==> src/rtl/mcv_pkg.sv <==
// package: field positions, widths and constants of the mac sideband vectors
package mcv_pkg;
  // receive configuration vector bit positions
  localparam int RXC_RESET = 0;
  localparam int RXC_ENABLE = 1;
  localparam int RXC_VLAN = 2;
  localparam int RXC_FCS_INBAND = 3;
  localparam int RXC_JUMBO = 4;
  localparam int RXC_FLOW = 5;
  localparam int RXC_W = 7;
  // fault status positions
  localparam int FLT_LOCAL = 0;
  localparam int FLT_REMOTE = 1;
  localparam int FLT_LINK_INT = 2;
  // frame sizes in bytes
  localparam logic [15:0] MAX_STD_LEN = 16'h05ee; // 1518
  localparam logic [15:0] MAX_VLAN_LEN = 16'h05f2; // 1522
  localparam logic [14:0] LEN_SAT = 15'h7fff; // 32,767
  localparam logic [15:0] CTRL_TYPE = 16'h8808;
  localparam logic [15:0] VLAN_TYPE = 16'h8100;
  localparam logic [15:0] PAUSE_OPCODE = 16'h0001;
  localparam logic [47:0] CTRL_MCAST = 48'h010000c28001;
  localparam logic [6:0] PAD_MIN_DATA = 7'h40; // 64
  // pcs/pma configuration vector positions
  localparam int PCV_W = 536;
  localparam int PSV_W = 448;
  localparam int PCV_PMA_LOOP = 0;
  localparam int PCV_PMA_RESET = 15;
  localparam int PCV_PMD_TX_DIS = 16;
  localparam int PCV_PCS_LOOP = 110;
  localparam int PCV_PCS_RESET = 111;
  localparam int PCV_TP_LO = 240;
  localparam int PCV_TP_HI = 245;
  localparam int PSV_PMA_RESET = 15;
  localparam int PSV_PCS_RESET = 223;
  // per-frame summary from the datapath, end of frame
  typedef struct packed {
    logic pfc;
    logic pause_gen;
    logic vlan;
    logic ctrl;
    logic underrun;
    logic fcs_err;
    logic code_err;
    logic len_err;
    logic pause_acted;
    logic [15:0] opcode;
    logic [15:0] len_type;
    logic [47:0] dest;
  } mcv_frame_t;
  // pcs/pma control outputs
  typedef struct packed {
    logic pma_loop;
    logic pma_reset;
    logic pmd_tx_dis;
    logic pcs_loop;
    logic pcs_reset;
    logic [5:0] test_pat;
  } mcv_pcs_ctl_t;
endpackage : mcv_pkg

==> src/rtl/mcv_sideband.sv <==
// mac receive configuration, fault status, statistics vectors and pcs/pma controls
`timescale 1ns/1ps
//------------------------------------------------------------
// Summary of operation
//------------------------------------------------------------
// Summary of operation
// [RULE_01] flow bit: act on pause, else forward
// [RULE_02] jumbo clear drops oversize, set unlimited
// [RULE_03] fcs bit strips or passes, always checked
// [RULE_04] vlan bit raises limit 1518 to 1522
// [RULE_05] bit1 enables receiver, bit0 holds reset
// [RULE_06] report link interrupt, remote, local faults
// [RULE_07] tx vector 26/27 bits after frame
// [RULE_08] tx byte count every cycle, 0..8
// [RULE_09] tx pause and pfc generated flags
// [RULE_10] tx length saturates at 32767
// [RULE_11] tx vlan flag when vlan enabled
// [RULE_12] tx control, underrun, mcast, bcast, good
// [RULE_13] rx vector strobe by last beat
// [RULE_14] rx length field mismatch flag
// [RULE_15] rx unsupported control opcode flag
// [RULE_16] rx pause acted-on flag
// [RULE_17] rx byte count every cycle, 0..8
// [RULE_18] rx vlan flag, oversize when not jumbo
// [RULE_19] rx control flag, saturating length
// [RULE_20] rx mcast, bcast, fcs, bad, good, pfc
// [RULE_21] client ties undefined config bits low
// [RULE_22] map pcs/pma config bits to controls
// [RULE_23] client pulses resets one cycle
// [RULE_24] statistics strobes last one cycle
module mcv_sideband #(
  parameter bit PFC_EN = 1'b0,
  parameter int TXW = PFC_EN ? 27 : 26,
  parameter int RXW = PFC_EN ? 31 : 30
) (
  input wire logic i_core_clk,
  input wire logic i_nrst,
  input wire logic i_ce,
  input wire logic [mcv_pkg::RXC_W-1:0] i_rx_cfg,
  input wire logic [47:0] i_pause_src_addr,
  input wire logic i_tx_vlan_en,
  input wire logic [2:0] i_rs_fault,
  input wire logic [3:0] i_tx_beat_bytes,
  input wire logic i_tx_eof,
  input wire logic [15:0] i_tx_len,
  input wire mcv_pkg::mcv_frame_t i_tx_frame,
  input wire logic [3:0] i_rx_beat_bytes,
  input wire logic i_rx_eof,
  input wire logic [15:0] i_rx_len,
  input wire mcv_pkg::mcv_frame_t i_rx_frame,
  input wire logic [mcv_pkg::PCV_W-1:0] i_pcspma_cfg,
  output logic o_rx_pause_tx,
  output logic o_rx_drop_frame,
  output logic o_rx_pass_fcs,
  output logic o_rx_fcs_check,
  output logic o_rx_enable,
  output logic o_rx_reset,
  output logic [2:0] o_fault_status,
  output logic [TXW-1:0] o_tx_stats,
  output logic o_tx_stats_valid,
  output logic [RXW-1:0] o_rx_stats,
  output logic o_rx_stats_valid,
  output mcv_pkg::mcv_pcs_ctl_t o_pcs_ctl,
  output logic [mcv_pkg::PSV_W-1:0] o_pcspma_status
);

  //------------------------------------------------------------
  // shared helpers
  //------------------------------------------------------------
  // saturating 15-bit length for both vectors
  function automatic logic [14:0] sat_len(input logic [15:0] len);
    sat_len = len[15] ? mcv_pkg::LEN_SAT : len[14:0];
  endfunction : sat_len

  // byte count clamp to the legal 0..8 range
  function automatic logic [3:0] clamp8(input logic [3:0] n);
    clamp8 = (n > 4'h8) ? 4'h8 : n;
  endfunction : clamp8

  //------------------------------------------------------------
  // receive configuration decode
  //------------------------------------------------------------
  wire rx_jumbo = i_rx_cfg[mcv_pkg::RXC_JUMBO];
  wire rx_vlan_en = i_rx_cfg[mcv_pkg::RXC_VLAN];
  wire rx_is_vlan = i_rx_frame.vlan;
  // vlan allowance only widens the limit when the receiver permits tags
  wire [15:0] rx_limit = (rx_vlan_en && rx_is_vlan) ? mcv_pkg::MAX_VLAN_LEN : mcv_pkg::MAX_STD_LEN; // [RULE_04]
  wire rx_oversize = !rx_jumbo && (i_rx_len > rx_limit); // [RULE_02] [RULE_18]
  wire rx_active = i_rx_cfg[mcv_pkg::RXC_ENABLE] && !i_rx_cfg[mcv_pkg::RXC_RESET]; // [RULE_05]
  wire rx_fcs_bad = i_rx_frame.fcs_err || i_rx_frame.code_err; // [RULE_03]
  wire rx_bad = rx_fcs_bad || i_rx_frame.len_err || rx_oversize;
  wire rx_ctrl = (i_rx_frame.len_type == mcv_pkg::CTRL_TYPE);
  wire rx_is_pause = rx_ctrl && (i_rx_frame.opcode == mcv_pkg::PAUSE_OPCODE);
  wire rx_addr_ok = (i_rx_frame.dest == mcv_pkg::CTRL_MCAST) || (i_rx_frame.dest == i_pause_src_addr);
  wire rx_flow_en = i_rx_cfg[mcv_pkg::RXC_FLOW];
  // pause honoured only when flow control enabled; otherwise the frame reaches the client
  wire rx_pause_act = rx_flow_en && rx_is_pause && rx_addr_ok && !rx_bad; // [RULE_01] [RULE_16]
  wire rx_bad_opc = rx_ctrl && !rx_bad && !rx_is_pause; // [RULE_15]
  // length/type below 0x600 is a length; padded frames must total 64 client bytes
  wire rx_is_len = (i_rx_frame.len_type < 16'h0600);
  wire rx_len_range = rx_is_len && (i_rx_frame.len_err ||
    ((i_rx_frame.len_type < 16'h002e) && (i_rx_len[6:0] != mcv_pkg::PAD_MIN_DATA))); // [RULE_14]
  wire rx_mcast = i_rx_frame.dest[0] && !(&i_rx_frame.dest);
  wire rx_bcast = &i_rx_frame.dest;
  // vlan frames are left out of statistics unless receive vlan is on
  wire rx_stat_ok = rx_active && !(rx_is_vlan && !rx_vlan_en); // [RULE_04]

  //------------------------------------------------------------
  // receive statistics vector assembly
  //------------------------------------------------------------
  wire [29:0] rx_vec_base = {rx_len_range, rx_bad_opc, rx_pause_act, clamp8(i_rx_beat_bytes),
    rx_is_vlan && rx_vlan_en, rx_oversize, rx_ctrl, sat_len(i_rx_len),
    rx_mcast, rx_bcast, rx_fcs_bad, rx_bad, !rx_bad}; // [RULE_14] [RULE_18] [RULE_19] [RULE_20]
  wire [RXW-1:0] rx_vec_full;
  if (PFC_EN) begin : g_rx_pfc
    assign rx_vec_full = RXW'({i_rx_frame.pfc && !rx_bad, rx_vec_base}); // [RULE_20]
  end else begin : g_rx_nopfc
    assign rx_vec_full = RXW'(rx_vec_base);
  end

  //------------------------------------------------------------
  // transmit statistics vector assembly
  //------------------------------------------------------------
  wire tx_bad = i_tx_frame.underrun || i_tx_frame.fcs_err;
  wire tx_mcast = i_tx_frame.dest[0] && !(&i_tx_frame.dest);
  wire tx_bcast = &i_tx_frame.dest;
  wire [25:0] tx_vec_base = {i_tx_frame.pause_gen, clamp8(i_tx_beat_bytes),
    i_tx_frame.vlan && i_tx_vlan_en, sat_len(i_tx_len),
    i_tx_frame.len_type == mcv_pkg::CTRL_TYPE, i_tx_frame.underrun,
    tx_mcast, tx_bcast, !tx_bad}; // [RULE_09] [RULE_10] [RULE_11] [RULE_12]
  wire [TXW-1:0] tx_vec_full;
  if (PFC_EN) begin : g_tx_pfc
    assign tx_vec_full = TXW'({i_tx_frame.pfc, tx_vec_base}); // [RULE_09]
  end else begin : g_tx_nopfc
    assign tx_vec_full = TXW'(tx_vec_base);
  end

  //------------------------------------------------------------
  // pcs/pma configuration mapping
  //------------------------------------------------------------
  mcv_pkg::mcv_pcs_ctl_t pcs_next;
  assign pcs_next.pma_loop = i_pcspma_cfg[mcv_pkg::PCV_PMA_LOOP]; // [RULE_22]
  assign pcs_next.pma_reset = i_pcspma_cfg[mcv_pkg::PCV_PMA_RESET]; // [RULE_22] [RULE_23]
  assign pcs_next.pmd_tx_dis = i_pcspma_cfg[mcv_pkg::PCV_PMD_TX_DIS]; // [RULE_22]
  assign pcs_next.pcs_loop = i_pcspma_cfg[mcv_pkg::PCV_PCS_LOOP]; // [RULE_22]
  assign pcs_next.pcs_reset = i_pcspma_cfg[mcv_pkg::PCV_PCS_RESET]; // [RULE_22] [RULE_23]
  assign pcs_next.test_pat = i_pcspma_cfg[mcv_pkg::PCV_TP_HI:mcv_pkg::PCV_TP_LO];
  // status vector reflects the reset bits; other fields default to zero
  wire [mcv_pkg::PSV_W-1:0] psv_next = ({{(mcv_pkg::PSV_W-1){1'b0}}, pcs_next.pma_reset} << mcv_pkg::PSV_PMA_RESET) |
    ({{(mcv_pkg::PSV_W-1){1'b0}}, pcs_next.pcs_reset} << mcv_pkg::PSV_PCS_RESET);

  //------------------------------------------------------------
  // configuration and status registers
  //------------------------------------------------------------
  // registered so every output comes from a flop; one cycle of latency
  always_ff @(posedge i_core_clk or negedge i_nrst) begin
    if (!i_nrst) begin
      o_rx_pause_tx <= 1'b0;
      o_rx_drop_frame <= 1'b0;
      o_rx_pass_fcs <= 1'b0;
      o_rx_fcs_check <= 1'b1;
      o_rx_enable <= 1'b0;
      o_rx_reset <= 1'b1;
      o_fault_status <= 3'h0;
      o_pcs_ctl <= '0;
      o_pcspma_status <= '0;
    end else if (i_ce) begin
      o_rx_pause_tx <= i_rx_eof && rx_pause_act; // [RULE_01]
      o_rx_drop_frame <= i_rx_eof && rx_oversize; // [RULE_02]
      o_rx_pass_fcs <= i_rx_cfg[mcv_pkg::RXC_FCS_INBAND]; // [RULE_03]
      o_rx_fcs_check <= 1'b1; // [RULE_03]
      o_rx_enable <= i_rx_cfg[mcv_pkg::RXC_ENABLE]; // [RULE_05]
      o_rx_reset <= i_rx_cfg[mcv_pkg::RXC_RESET]; // [RULE_05]
      o_fault_status <= i_rs_fault; // [RULE_06]
      o_pcs_ctl <= pcs_next;
      o_pcspma_status <= psv_next;
    end
  end

  //------------------------------------------------------------
  // statistics vectors and strobes
  //------------------------------------------------------------
  // byte counts update every cycle; other fields only on end of frame
  always_ff @(posedge i_core_clk or negedge i_nrst) begin
    if (!i_nrst) begin
      o_tx_stats <= '0;
      o_tx_stats_valid <= 1'b0;
    end else if (i_ce) begin
      o_tx_stats[24:21] <= clamp8(i_tx_beat_bytes); // [RULE_08]
      if (i_tx_eof) begin
        o_tx_stats <= tx_vec_full; // [RULE_07]
      end
      o_tx_stats_valid <= i_tx_eof; // [RULE_24]
    end
  end

  // strobe lands the cycle after eof, alongside the last client beat
  always_ff @(posedge i_core_clk or negedge i_nrst) begin
    if (!i_nrst) begin
      o_rx_stats <= '0;
      o_rx_stats_valid <= 1'b0;
    end else if (i_ce) begin
      o_rx_stats[26:23] <= clamp8(i_rx_beat_bytes); // [RULE_17]
      if (i_rx_eof && rx_stat_ok) begin
        o_rx_stats <= rx_vec_full; // [RULE_13]
      end
      o_rx_stats_valid <= i_rx_eof && rx_stat_ok; // [RULE_13] [RULE_24]
    end
  end

endmodule : mcv_sideband

==> config.mk <==
export PLATFORM = sky130hd
export DESIGN_NAME = mcv_sideband
export DESIGN_NICKNAME = d
export VERILOG_FILES = /design/src/rtl/mcv_pkg.sv /design/src/rtl/mcv_sideband.sv
export SDC_FILE = /design/constraint.sdc
export NUM_CORES = 1
export LEC_CHECK = 0
export ABC_AREA = 1
export BUFFER_PORTS_ARGS = -buffer_cell sky130_fd_sc_hd__buf_2
export CORE_AREA = 4 4 524 526
export CTS_BUF_LIST = sky130_fd_sc_hd__clkbuf_4
export DETAILED_ROUTE_END_ITERATION = 10
export DIE_AREA = 0 0 528 530
export GPL_TIMING_DRIVEN = 0
export MAX_ROUTING_LAYER = met4
export SYNTH_ARGS = -nofsm -noshare
export SYNTH_HDL_FRONTEND = slang
export SYNTH_SLANG_ARGS = --single-unit
==> constraint.sdc <==
create_clock -name i_core_clk -period 0.8 [get_ports i_core_clk]
set_input_delay 0.08 -clock i_core_clk [delete_from_list [all_inputs] [get_ports i_core_clk]]
set_output_delay 0.08 -clock i_core_clk [all_outputs]
set_load 0.1 [all_outputs]
==> metrics.log <==
INFO  metric placer_s_final_routability_congestion_estimate = 0.786
INFO  metric synth.cell_area = 7840 µm²
INFO  metric internal_power = 10.1 mW
INFO  metric peakVddDrop = 0.000752 V
INFO  metric cts.htree.levels = 3
INFO  metric fin_tns_setup = -63420 ps
INFO  metric synth-seq-cells = 77
INFO  metric floorplan.initialDensity = 0.0290
INFO  metric synth.mux.area_fraction = 0
INFO  metric ant_nets = 0
INFO  metric vias = 8737
INFO  metric fmax = 632 MHz
INFO  metric finalCriticalPeriod = 1580 ps
INFO  metric crit_slowest_cell = sky130_fd_sc_hd__dfrtp_4
INFO  metric critPathKind = reg -> out
INFO  metric timing_worst_slew_pin_value = 764 ps
INFO  metric post_synthesis_share_of_cell_area_spent_on_full_adders_half_adders_and_majority_gates = 0.00160
INFO  metric cap_viol_max_count = 0
INFO  metric worstPathArrival = 1500 ps
INFO  metric initialDrtViolationCount = 258
INFO  metric cts_root_buffer = sky130_fd_sc_hd__clkbuf_4
INFO  metric flow.area_growth_from_synthesis = 139%
INFO  metric hold_path.class = in -> reg
INFO  metric grt_start_max_net_pins = 54
INFO  metric timing_hold_violations_final = 30
INFO  metric complex_gate_fraction_of_the_synthesized_area = 0.0404
INFO  metric seq_power_share = 0.183
INFO  metric syn_area_per_cell = 7.25 µm²
INFO  metric finalInstanceArea = 18700 µm²
INFO  metric report.final.setup_viol = 119
INFO  metric rsz0062_at_grt = yes
INFO  metric viasPerCell = 1.56
INFO  metric max_slew_margin = 0.491
INFO  metric p_comb_frac = 0.715
INFO  metric pin_count = 1344
INFO  metric end_kind = output pin
INFO  metric final_critical_path_setup_slack = -782 ps
INFO  metric drc = 0
INFO  metric synth_area_leader_cell = sky130_fd_sc_hd__buf_4
INFO  metric switching_share = 0.649
INFO  metric synth_edf_count = 0
INFO  metric multi_input_area = 4120 µm²
INFO  metric layout.filler_cells = 31758
INFO  metric drive_gt1_frac = 0.484
INFO  metric synth_cells = 1082
INFO  metric fp-row-count = 191
INFO  metric power_frac_clock = 0.102
INFO  metric synth_ff_type = sky130_fd_sc_hd__dfrtp_1
INFO  metric timing.critical_path.cells = buf_12 -> buf_12
INFO  metric leading_cell_types_in_the_layout_fill_and_taps_excluded = sky130_fd_sc_hd__buf_4 (462), sky130_fd_sc_hd__conb_1 (447), sky130_fd_sc_hd__buf_2 (262)
INFO  metric synth-async-reset-ratio = 1.00
INFO  metric yosys.area_share.simple = 0.208
INFO  metric outcome = finished with violations
INFO  metric cts_buffer_depth = 2
INFO  metric postRouteWirelength = 66.2 mm
INFO  metric synth.yosys.warnings = 0
INFO  metric vias_in_the_first_global_route = 8434
INFO  metric dieWidth = 528 µm
INFO  metric switching_power = 18.7 mW
INFO  metric power_per_cell_area = 1540 nW/µm²
INFO  metric drtPass1Iterations = 4
INFO  metric clock_sinks = 77
INFO  metric placedInstanceArea = 16100 µm²
INFO  metric grt_antenna_before_repair = 64
INFO  metric sequential_to_total_area_share_from_yosys_stat = 0.246
INFO  metric nets = 2808
INFO  metric yosysUniqueCellTypes = 29
INFO  metric largest_family_of_logic_cells_by_synthesized_area = buffers and inverters
INFO  metric io_buffers = 344
INFO  metric violated_checks = hold timing, setup timing
INFO  metric grt_first_pass_wirelength = 79.5 mm
INFO  metric timing.hold.ws = -157 ps
INFO  metric cellLeakagePower = 8.50 nW
INFO  metric critical_path.most_common_cell = sky130_fd_sc_hd__buf_12
INFO  metric crit_buf_inv = 2
INFO  metric clock_skew = 0 ps
INFO  metric synth_xor_area_frac = 0.0346
INFO  metric critPathTopFamily = flip-flops
INFO  metric global_route.overflow_total = 0
INFO  metric cts_inserted_buffers = 9
INFO  metric period_utilization = 1.98
INFO  metric required_time_worst_endpoint = 720 ps
INFO  metric postLayoutCoreUtil = 0.0693
INFO  metric core-area = 270000 µm²
INFO  metric worst_setup_hold_path_clk_slew = 220 ps
INFO  metric slew_violations = 0
INFO  metric timing.critical_path.slowest_cell_delay = 580 ps
INFO  metric die_area = 280000 µm²
INFO  metric grt_util_all_layers = 0.0457
INFO  metric post-synth-top-area-fraction = 0.430
INFO  metric clkLatencyLatePin = 610 ps
INFO  metric worstSetupStartpointType = flip-flop
INFO  metric synth_top_cells_by_area = sky130_fd_sc_hd__buf_4 (43%), sky130_fd_sc_hd__dfrtp_1 (24%), sky130_fd_sc_hd__nand2_1 (12%)
INFO  metric cts_tree = yes
INFO  metric critical_path.max_fanout = 3
INFO  metric most_common_library_cell_in_the_layout_ignoring_fill_and_taps = sky130_fd_sc_hd__buf_4
INFO  metric regArea = 2200 µm²
INFO  metric detailedPlacementHpwl = 60.9 mm
INFO  metric avgRoutedWirePerCell = 11.9 µm
INFO  metric die_h = 530 µm
[stage by stage]
stage | power, mW | hold WS (ps) | worst slack [ps] | cells
after floorplan | 20.4 | -216 | -418 | 1527
after global placement | 23.6 | 263 | -1690 | 5441
after detailed placement | 23.7 | 19.7 | -1450 | 5442
after CTS | 29.2 | -233 | -948 | 5553
after global routing | 30.1 | -244 | -945 | 5579
final | 28.8 | -157 | -782 | 5583
[repair_timing]
action / in CTS / in global routing
setup endpoints to repair: 121 / 134
pin swaps: 8 / 17
resized for setup: 345 / 44
endpoints found under the hold margin: 151 / 39
hold buffers: 88 / 9
setup buffers: 7 / 10
[Yosys cell counts, types with 2 or more instances]
library cell / count
sky130_fd_sc_hd__nor2_1: 74
sky130_fd_sc_hd__nand3b_1: 4
sky130_fd_sc_hd__clkbuf_1: 9
sky130_fd_sc_hd__a22o_1: 6
sky130_fd_sc_hd__buf_4: 449
sky130_fd_sc_hd__o21ai_1: 4
sky130_fd_sc_hd__o21ai_0: 33
sky130_fd_sc_hd__conb_1: 2
sky130_fd_sc_hd__nand3_1: 14
sky130_fd_sc_hd__nor3_1: 5
sky130_fd_sc_hd__xnor2_1: 31
sky130_fd_sc_hd__a21oi_1: 3
sky130_fd_sc_hd__nand4_1: 34
sky130_fd_sc_hd__dfrtp_1: 76
sky130_fd_sc_hd__nand2_1: 242
sky130_fd_sc_hd__inv_1: 62
sky130_fd_sc_hd__nand2_2: 2
sky130_fd_sc_hd__buf_2: 7
sky130_fd_sc_hd__nor4_1: 15
[kinds of logic (layout without fill, tap and decap cells)]
family | after synthesis | count (layout)
other cells | 2 | 466
flops | 77 | 77
simple gates | 390 | 390
xor+xnor | 31 | 31
fa+ha+maj | 1 | 1
buf+inv | 528 | 995
compound gates | 53 | 53
[power by group through the flow]
| stage | sequential, mW | clock, mW | combinational, mW |
|---|---|---|---|
| floorplan | 8.61 | 0 | 11.8 |
| global placement | 5.02 | 0 | 18.6 |
| detailed placement | 5.06 | 0 | 18.6 |
| CTS | 5.28 | 3.31 | 20.6 |
| global route | 5.34 | 3.40 | 21.4 |
| finish | 5.27 | 2.94 | 20.6 |
[path summary, 6_finish.rpt]
check / end / startpoint / slack, ps / cells past startpoint
setup / recovery: o_pcspma_status[223] / o_pcspma_status[223] / -780 / 2
hold / removal: o_rx_stats[28] / i_rx_frame[81] / -160 / 4
setup reg to reg: o_rx_reset / o_rx_reset / -170 / 3
max in group asynchronous: o_rx_pass_fcs / i_nrst / 220 / 4
hold reg to reg: o_rx_stats[0] / o_rx_stats[0] / 550 / 2
min in group asynchronous: o_pcs_ctl[7] / i_nrst / -130 / 3
[metal layers]
metal / track usage / up-vias / share of wire / routed length (µm)
met5: - / - / 0 / 0
met4: 0.0100 / 0 / 0.026 / 1720
met3: 0.0161 / 124 / 0.096 / 6380
met2: 0.0933 / 739 / 0.57 / 37800
met1: 0.0391 / 3556 / 0.31 / 20400
li1: - / 4318 / - / -
[final cells by class]
type / count / share of cell area
clock inverter: 7 / 0.00328
timing repair buffer: 452 / 0.215
sequential: 77 / 0.118
antenna: 19 / 0.00254
buffer: 464 / 0.187
clock buffer: 9 / 0.00361
tap: 3570 / 0.239
multi-input combinational: 922 / 0.220
inverter: 63 / 0.0129
[tightest hold or removal path, stage by stage]
cell and delay (ps):
sky130_fd_sc_hd__buf_2 120, sky130_fd_sc_hd__nor3_4 70, sky130_fd_sc_hd__nand2_2 80, sky130_fd_sc_hd__o31ai_2 50
[sequential cells by signal, indices dropped and copies added (netlist names)]
signal and cells:
o_rx_stats 30, o_tx_stats 26, o_pcs_ctl 9, o_fault_status 3, o_pcspma_status 2, o_rx_drop_frame 1, o_rx_enable 1, o_rx_pass_fcs 1
o_rx_pause_tx 1, o_rx_reset 1, o_rx_stats_valid 1, o_tx_stats_valid 1
(Power assumes the default switching activity.)
